===== src/acs_pkg.sv =====
// Constants and carrier types for the converter sequencer
// Assumes one system clock and a separate RC clock input on a pin
// Overview of operation
// - Zero acquisition code: go starts conversion directly
// - Acquisition field bits 5:3, resets zero
// - Nonzero code: sample selected periods, then convert
// - Code 010 gives four periods acquisition
// - Done clears go, sets flag; sampling resumes after the wait
// - Go stays set through acquisition and conversion
// - Conversion lasts fourteen bit periods
// - Clock select maps divides; x11 picks RC
// - Clearing go aborts, no partial result
// - Abort keeps last or written result
// - Two period wait before next acquisition
// - Zero code: start after following instruction
// - Special-event triggers set go, start acquisition
// - Converter off: no trigger sets go or starts acquisition
// - Compare trigger clears timer even when off
// - Analog pins read zero on port
// - Reset turns converter off, aborts conversion (here converter_on is an input that reset leaves alone; reset only aborts)
// - Result loaded on the same clock edge as done indication
// - Format bit set gives right justification
package acs_pkg;
   localparam int          ACQ_LSB         = 3;
   localparam int          ACQ_MSB         = 5;
   localparam int          CLK_LSB         = 0;
   localparam int          CLK_MSB         = 2;
   localparam int          FMT_BIT         = 7;
   localparam logic [7:0]  TIMING_RESET    = 8'h00;
   localparam logic [4:0]  CONV_PERIODS    = 5'h0e;
   localparam logic [4:0]  WAIT_PERIODS    = 5'h02;
   localparam logic [4:0]  START_DELAY     = 5'h01;
   localparam logic [3:0]  CMP_TRIG_MODE   = 4'hb;
   localparam int          PORT_W          = 15;
   localparam int          RESULT_W        = 12;

   typedef enum logic [2:0] {ACS_IDLE, ACS_DELAY, ACS_ACQ, ACS_CONV, ACS_WAIT} acs_state_t;

   typedef struct packed {
      logic second_compare;
      logic enhanced_compare;
      logic charge_time;
      logic timer_one;
   } acs_trig_t;

   typedef struct packed {
      logic [7:0] high;
      logic [7:0] low;
   } acs_result_t;
endpackage


===== src/acs_sequencer.sv =====
// Acquisition and conversion sequencer with result and port read-back
// Assumes a 12-bit converter core that delivers its code at the last period
`timescale 1ns/1ps
module acs_sequencer (
   input  wire logic                             clk_sys,
   input  wire logic                             rst_n,
   input  wire logic [7:0]                       conversion_timing_control,
   input  wire logic                             converter_on,
   input  wire logic                             go_set,
   input  wire logic                             go_clear,
   input  wire logic                             result_write_high,
   input  wire logic                             result_write_low,
   input  wire logic [7:0]                       result_write_data,
   input  wire logic [11:0]                      converter_code,
   input  wire logic                             rc_clk_pin,
   input  wire acs_pkg::acs_trig_t               trig_in,
   input  wire logic [3:0]                       second_compare_mode,
   input  wire logic                             charge_time_trigger_enable,
   input  wire logic                             done_flag_clear,
   input  wire logic [acs_pkg::PORT_W-1:0]       port_pins,
   input  wire logic [acs_pkg::PORT_W-1:0]       analog_select,
   output logic                                  go_flag,
   output logic                                  conversion_done_irq_flag,
   output logic                                  sampling,
   output logic                                  converting,
   output acs_pkg::acs_result_t                  result,
   output logic                                  timer_clear,
   output logic [acs_pkg::PORT_W-1:0]            port_read
);
   // ---------------------------------------------
   // Field decode
   // ---------------------------------------------
   logic [2:0]          acquisition_time_select;
   logic [2:0]          conversion_clock_select;
   logic                result_format_select;
   logic                tick;
   logic                restart;
   logic                trig_hit;
   logic                cmp_trig;
   logic                go_req;
   logic                state_busy;
   logic                abort;
   logic                finish;
   logic [4:0]          acq_periods;
   logic [4:0]          cnt;
   logic [4:0]          next_cnt;
   acs_pkg::acs_state_t state;
   acs_pkg::acs_state_t next_state;
   acs_pkg::acs_result_t next_result;
   logic [acs_pkg::PORT_W-1:0] pin_s1;
   logic [acs_pkg::PORT_W-1:0] pin_s2;
   logic [acs_pkg::PORT_W-1:0] pin_s3;
   logic [acs_pkg::PORT_W-1:0] pin_level;

   function automatic logic [4:0] acq_count(input logic [2:0] code);
      case (code)
         3'h1:    acq_count = 5'h02;
         3'h2:    acq_count = 5'h04;
         3'h3:    acq_count = 5'h06;
         3'h4:    acq_count = 5'h08;
         3'h5:    acq_count = 5'h0c;
         3'h6:    acq_count = 5'h10;
         3'h7:    acq_count = 5'h14;
         default: acq_count = 5'h00;
      endcase
   endfunction

   function automatic acs_pkg::acs_result_t justify(input logic [11:0] code, input logic fmt);
      if (fmt) begin
         justify = {{4{code[11]}}, code[11:8], code[7:0]};
      end else begin
         justify = {code[11:4], code[3:0], {4{code[11]}}};
      end
   endfunction

   assign acquisition_time_select = conversion_timing_control[acs_pkg::ACQ_MSB:acs_pkg::ACQ_LSB];
   assign conversion_clock_select = conversion_timing_control[acs_pkg::CLK_MSB:acs_pkg::CLK_LSB];
   assign result_format_select    = conversion_timing_control[acs_pkg::FMT_BIT];
   assign acq_periods             = acq_count(acquisition_time_select);

   // ---------------------------------------------
   // Trigger handling
   // ---------------------------------------------
   assign cmp_trig   = (trig_in.second_compare && second_compare_mode == acs_pkg::CMP_TRIG_MODE)
                       || trig_in.enhanced_compare;
   assign trig_hit   = cmp_trig || (trig_in.charge_time && charge_time_trigger_enable)
                       || trig_in.timer_one;
   assign timer_clear = cmp_trig;
   assign state_busy = (state == acs_pkg::ACS_DELAY) || (state == acs_pkg::ACS_ACQ)
                       || (state == acs_pkg::ACS_CONV);
   assign go_req     = converter_on && (go_set || trig_hit);
   assign abort      = state_busy && (go_clear || !converter_on);
   assign finish     = (state == acs_pkg::ACS_CONV) && tick && (cnt == acs_pkg::CONV_PERIODS - 5'h01);
   assign restart    = (next_state != state);

   acs_tick_gen u_tick (
      .clk_sys                 (clk_sys),
      .rst_n                   (rst_n),
      .conversion_clock_select (conversion_clock_select),
      .rc_clk_pin              (rc_clk_pin),
      .restart                 (restart),
      .tick                    (tick)
   );

   // ---------------------------------------------
   // Sequencing
   // ---------------------------------------------
   always_comb begin
      next_state = state;
      next_cnt   = cnt;
      case (state)
         acs_pkg::ACS_IDLE: begin
            if (go_req && !go_clear) begin
               if (acq_periods == 5'h00) begin
                  next_state = acs_pkg::ACS_DELAY;
               end else begin
                  next_state = acs_pkg::ACS_ACQ;
               end
            end
         end
         acs_pkg::ACS_DELAY: begin
            if (cnt == acs_pkg::START_DELAY) begin
               next_state = acs_pkg::ACS_CONV;
            end
         end
         acs_pkg::ACS_ACQ: begin
            if (tick && cnt == acq_periods - 5'h01) begin
               next_state = acs_pkg::ACS_CONV;
            end
         end
         acs_pkg::ACS_CONV: begin
            if (finish) begin
               next_state = acs_pkg::ACS_WAIT;
            end
         end
         acs_pkg::ACS_WAIT: begin
            if (tick && cnt == acs_pkg::WAIT_PERIODS - 5'h01) begin
               next_state = acs_pkg::ACS_IDLE;
            end
         end
         default: next_state = acs_pkg::ACS_IDLE;
      endcase
      if (abort) begin
         next_state = acs_pkg::ACS_WAIT;
      end
      if (next_state != state) begin
         next_cnt = 5'h00;
      end else if (state == acs_pkg::ACS_DELAY || tick) begin
         next_cnt = cnt + 5'h01;
      end
   end

   always_comb begin
      next_result = result;
      if (finish && !abort) begin
         next_result = justify(converter_code, result_format_select);
      end else begin
         if (result_write_high) begin
            next_result.high = result_write_data;
         end
         if (result_write_low) begin
            next_result.low = result_write_data;
         end
      end
   end

   assign sampling   = (state == acs_pkg::ACS_IDLE) || (state == acs_pkg::ACS_ACQ)
                       || (state == acs_pkg::ACS_DELAY);
   assign converting = (state == acs_pkg::ACS_CONV);

   always_ff @(posedge clk_sys or negedge rst_n) begin
      if (!rst_n) begin
         state <= acs_pkg::ACS_IDLE;
         cnt   <= 5'h00;
      end else begin
         state <= next_state;
         cnt   <= next_cnt;
      end
   end

   // Result has no reset: contents unknown after power-on
   always_ff @(posedge clk_sys) begin
      result <= next_result;
   end

   // ---------------------------------------------
   // Go and done flags
   // ---------------------------------------------
   always_ff @(posedge clk_sys or negedge rst_n) begin
      if (!rst_n) begin
         go_flag                  <= 1'b0;
         conversion_done_irq_flag <= 1'b0;
      end else begin
         if (finish && !abort) begin
            go_flag <= 1'b0;
         end else if (state == acs_pkg::ACS_IDLE && go_req && !go_clear) begin
            go_flag <= 1'b1;
         end else if (abort) begin
            go_flag <= 1'b0;
         end
         if (finish && !abort) begin
            conversion_done_irq_flag <= 1'b1;
         end else if (done_flag_clear) begin
            conversion_done_irq_flag <= 1'b0;
         end
      end
   end

   // ---------------------------------------------
   // Port read-back
   // ---------------------------------------------
   always_ff @(posedge clk_sys or negedge rst_n) begin
      if (!rst_n) begin
         pin_s1    <= '0;
         pin_s2    <= '0;
         pin_s3    <= '0;
         pin_level <= '0;
         port_read <= '0;
      end else begin
         pin_s1 <= port_pins;
         pin_s2 <= pin_s1;
         pin_s3 <= pin_s2;
         for (int i = 0; i < acs_pkg::PORT_W; i++) begin
            if (pin_s2[i] == pin_s3[i]) begin
               pin_level[i] <= pin_s3[i];
            end
         end
         port_read <= pin_level & ~analog_select;
      end
   end
endmodule


===== src/acs_tick_gen.sv =====
// Bit conversion period generator
// Assumes the RC clock arrives asynchronously on a pin
`timescale 1ns/1ps
module acs_tick_gen (
   input  wire logic       clk_sys,
   input  wire logic       rst_n,
   input  wire logic [2:0] conversion_clock_select,
   input  wire logic       rc_clk_pin,
   input  wire logic       restart,
   output logic            tick
);
   // ---------------------------------------------
   // Divide selection
   // ---------------------------------------------
   logic [6:0] div_ratio;
   logic [6:0] div_cnt;
   logic [2:0] rc_sync;
   logic       rc_level;
   logic       use_rc;
   logic       div_tick;
   logic       rc_tick;

   function automatic logic [6:0] ratio_of(input logic [2:0] sel);
      case (sel)
         3'h0:    ratio_of = 7'h02;
         3'h4:    ratio_of = 7'h04;
         3'h1:    ratio_of = 7'h08;
         3'h5:    ratio_of = 7'h10;
         3'h2:    ratio_of = 7'h20;
         3'h6:    ratio_of = 7'h40;
         default: ratio_of = 7'h02;
      endcase
   endfunction

   assign div_ratio = ratio_of(conversion_clock_select);
   assign use_rc    = (conversion_clock_select[1:0] == 2'h3);
   assign div_tick  = (div_cnt == div_ratio - 7'h01);
   assign rc_tick   = (rc_sync[2] == rc_sync[1]) && rc_sync[2] && !rc_level;
   // Restart only clears the divider, so tick never loops back through the state decode
   assign tick      = use_rc ? rc_tick : div_tick;

   // ---------------------------------------------
   // Counters and RC synchroniser
   // ---------------------------------------------
   always_ff @(posedge clk_sys or negedge rst_n) begin
      if (!rst_n) begin
         div_cnt  <= 7'h00;
         rc_sync  <= 3'h0;
         rc_level <= 1'b0;
      end else begin
         rc_sync <= {rc_sync[1:0], rc_clk_pin};
         if (rc_sync[2] == rc_sync[1]) begin
            rc_level <= rc_sync[2];
         end
         if (restart || div_tick) begin
            div_cnt <= 7'h00;
         end else begin
            div_cnt <= div_cnt + 7'h01;
         end
      end
   end
endmodule


===== config.mk =====
export PLATFORM = sky130hd
export DESIGN_NAME = acs_sequencer
export DESIGN_NICKNAME = d
export VERILOG_FILES = /design/src/acs_pkg.sv /design/src/acs_sequencer.sv /design/src/acs_tick_gen.sv
export SDC_FILE = /design/constraint.sdc
export NUM_CORES = 1
export LEC_CHECK = 0
export BUFFER_PORTS_ARGS = -buffer_cell sky130_fd_sc_hd__buf_2
export CORE_MARGIN = 4
export CORE_UTILIZATION = 47
export DETAILED_ROUTE_END_ITERATION = 12
export PLACE_DENSITY = 0.78
export SETUP_SLACK_MARGIN = 0.3
export SLEW_MARGIN = 20
export SYNTH_ARGS = -nofsm -noshare
export SYNTH_HDL_FRONTEND = slang
export SYNTH_SLANG_ARGS = --single-unit

===== constraint.sdc =====
create_clock -name clk_sys -period 2.7 [get_ports clk_sys]
set_clock_uncertainty 0.15 [all_clocks]
set_input_delay 0.405 -clock clk_sys [delete_from_list [all_inputs] [get_ports clk_sys]]
set_output_delay 0.405 -clock clk_sys [all_outputs]
set_load 0.05 [all_outputs]

==> impl_metrics.yaml <==
outcome:
  outcome: "completed"
power_and_ir_drop:
  p_leak_nw: 2.65
  ir_drop_uv: 357
  p_sw_share_pct: 32.6
  power_mw: 3.81
  comb_power_share_pct: 23.3
  power_density_nw_per_um2: 653
  p_sw_mw: 1.24
  seqPwrFrac_pct: 52.1
  p_int_mw: 2.57
  p_clk_share_pct: 24.6
drt:
  vias: 3050
  drtIter0Drc: 167
  wl_mm: 8.90
  dr.pass1.iters: 4
  drc: 0
  ant_nets: 0
  vias_per_cell: 4.92
  wl_per_cell_um: 14.4
run:
  drv_cap: 0
yosys:
  ys_warn_count: 0
  syn_area_um2: 4500
  ys_ff_latch: 112
  ys_seq_area_share_pct: 64.0
  yosysTopAreaCellShare_pct: 53.3
  syn_nets: 427
  yosys.area.top_type: "dfrtp_1"
  synthDistinctLibCells: 50
  synthTopCellsByArea: "dfrtp_1 (53%), edfxtp_1 (11%), maj3_1 (3.3%), nor2b_1 (3.2%), ha_1 (3.1%)"
  postSynthAreaPerCell_um2: 13.2
  synth_cells: 340
global_routing:
  antenna_found_initial: 0
  grt_pass1_wl_mm: 14.6
  grt_pass1_vias: 3111
  grt_overflow: 0
  grt_use_total_pct: 15.9
  grt_max_degree: 55
layout:
  ff_latch_area_um2: 2880
  final_cell_mix: "buf_2 (107), dfrtp_1 (96), nor2b_1 (23), nand2_1 (18), dlygate4sd3_1 (17)"
  multi_input_area_um2: 1630
  layout.cells.most_common: "buf_2"
  antenna_cells: 0
  final_nets: 573
  drive_gt1_share_pct: 36.5
  area_growth_syn_to_layout_pct: 29.7
  n_fill_cell: 732
  stdcell_area_um2: 5840
  fin_cells: 620
  fin_util_pct: 62.9
clocking:
  clkSlewWorstSetupHoldPaths_ps: 110
  htree_levels: 3
  clock_latency_ps: 350
  cts.sinks: 112
  root_buffer: "clkbuf_8"
  cts-buffers-inserted: 9
  cts_tree: "built"
  clock_path_buffers: 2
critical_path:
  cp_max_fo: 7
  path_class: "primary input to flip-flop"
  rr_worst_depth: 7
  worstPathArrival_ps: 2470
  critPathRequiredTime_ps: 2800
  critPathCaptureType: "flip-flop"
  crit_slowest_cell: "and4b_2"
  slowest_delay_ps: 320
  crit_chain: "buf_12 -> inv_12 -> ha_4 -> a21bo_4 -> o32ai_4 -> xnor2_2 -> and4b_2 -> buf_6 -> o2111ai_4 -> a21oi_4 -> buf_6 -> nor3_2"
  start_kind: "primary input"
  crit_top_cell: "buf_6"
floorplanning:
  dieArea_um2: 11200
  start_util_pct: 48.5
  die_w_um: 106
  core_um2: 9280
  die_y_um: 106
  ios: 112
  rows: 35
timing:
  min_period_ps: 2370
  period_share_pct: 87.7
  drv_slew: 0
  rsz0062_at_grt: "yes"
  setup_viol: 0
  max_clock_freq_ghz: 0.422
  max-slew-margin-rel_pct: 54.6
  hold_violations: 0
  worst_slew_pin_slew_ps: 681
min_path:
  whs_path_depth: 2
  min_path_type: "primary input to flip-flop"
placed_design:
  numPortBuffers: 110
  post-place-cells: 584
  place.gp.congestion: 0.845
  dpl-instance-area_um2: 5340
  hpwl_mm: 6.43
power groups by stage:
stage | logic, mW | registers [mW] | clock network [mW]
final | 0.888 | 1.99 | 0.938
after global placement | 0.793 | 2.01 | 0
after detailed placement | 0.817 | 2.02 | 0
after CTS | 0.868 | 1.99 | 0.975
after global routing | 0.964 | 2.01 | 1.05
after floorplan | 0.450 | 2.12 | 0
kinds of logic after synthesis:
family	share of synthesized area, %
fa+ha+maj	6.39
flops	64.0
compound gates	8.22
mux	2.53
simple gates	13.7
buf+inv	2.06
xor+xnor	3.11
critical path, delay by kind of cell:
kind | cells | cell delay [ps]
adder cells (fa/ha/maj) | 1 | 250
AND/OR/NAND/NOR | 2 | 380
buffers and inverters | 4 | 450
AO/OA/AOI/OAI | 4 | 820
XOR/XNOR | 1 | 150
layout make-up:
cell class                      count  area share [%]
Tap cell                          129            2.76
Clock inverter                      6            1.07
Inverter                            7           0.792
Timing Repair Buffer              146            15.9
Multi-Input combinational cell    210            28.0
Sequential cell                   112            49.3
Clock buffer                       10            2.18
cells in the mapped netlist, drive strengths merged:
master,count
dfrtp,96
nor2b,23
nand2,19
a21oi,18
edfxtp,16
maj3,15
nor2,15
nor3,15
ha,11
o21ai,11
nand3,9
mux2i,8
xnor2,8
xor2,8
inv,7
clkbuf,6
nand2b,6
buf,5
o22a,5
and3,4
mux2,3
nor4,3
a31oi,2
and4b,2
nand3b,2
nor3b,2
o211a,2
o32ai,2
or3,2
a2111oi,1
a211oi,1
a21bo,1
a22oi,1
a31o,1
a41o,1
and2,1
and3b,1
o2111ai,1
o211ai,1
o21a,1
o31a,1
o32a,1
or2,1
or4b,1
metal layers:
layer / global-route usage (%) / up-vias / share of wire, %
li1: - / 1478 / -
met1: 21.1 / 1478 / 43
met2: 27.0 / 88 / 50
met3: 4.07 / 6 / 5.7
met4: 3.05 / 0 / 0.54
met5: 0 / - / 0
state kept, by name (all words and copies together) (netlist names):
| register | count |
|---|---|
| pin_s1 | 15 |
| u_tick.div_cnt | 7 |
| result | 16 |
| go_flag | 1 |
| pin_level | 15 |
| port_read | 15 |
| cnt | 5 |
| u_tick.rc_sync | 3 |
| pin_s2 | 15 |
| u_tick.rc_level | 1 |
| conversion_done_irq_flag | 1 |
| pin_s3 | 15 |
| state | 3 |
worst paths after layout:
check / to / slack, ps / start
setup / recovery: u_tick.div_cnt[1]$_DFF_PN0_ / 330 / conversion_timing_control[1]
hold / removal: port_read[7]$_DFF_PN0_ / 30 / analog_select[7]
setup reg to reg: result[13]$_DFFE_PP_ / 380 / u_tick.div_cnt[5]$_DFF_PN0_
hold reg to reg: pin_s2[6]$_DFF_PN0_ / 210 / pin_s1[6]$_DFF_PN0_
max in group asynchronous: pin_s3[14]$_DFF_PN0_ / 1250 / rst_n
min in group asynchronous: port_read[11]$_DFF_PN0_ / 480 / rst_n
what timing repair did:
item / 4_1_cts / 5_1_grt
hold buffers: 16 / 1
setup buffers: 2 / 1
resized for setup: 17 / 8
pin swaps: 16 / 6
endpoints found under the setup margin: 21 / 44
hold endpoints to repair: 68 / 1
per-stage QoR:
step                      worst slack, ps  setup TNS, ps  hold WS, ps
final                                 332              0         33.3
after floorplan                       255              0        -40.6
after global routing                  289              0        0.794
after detailed placement             -222          -5240          186
after CTS                             260              0       0.0983
after global placement               -117          -1750          183
No activity file was read; power rests on OpenSTA's default activity.
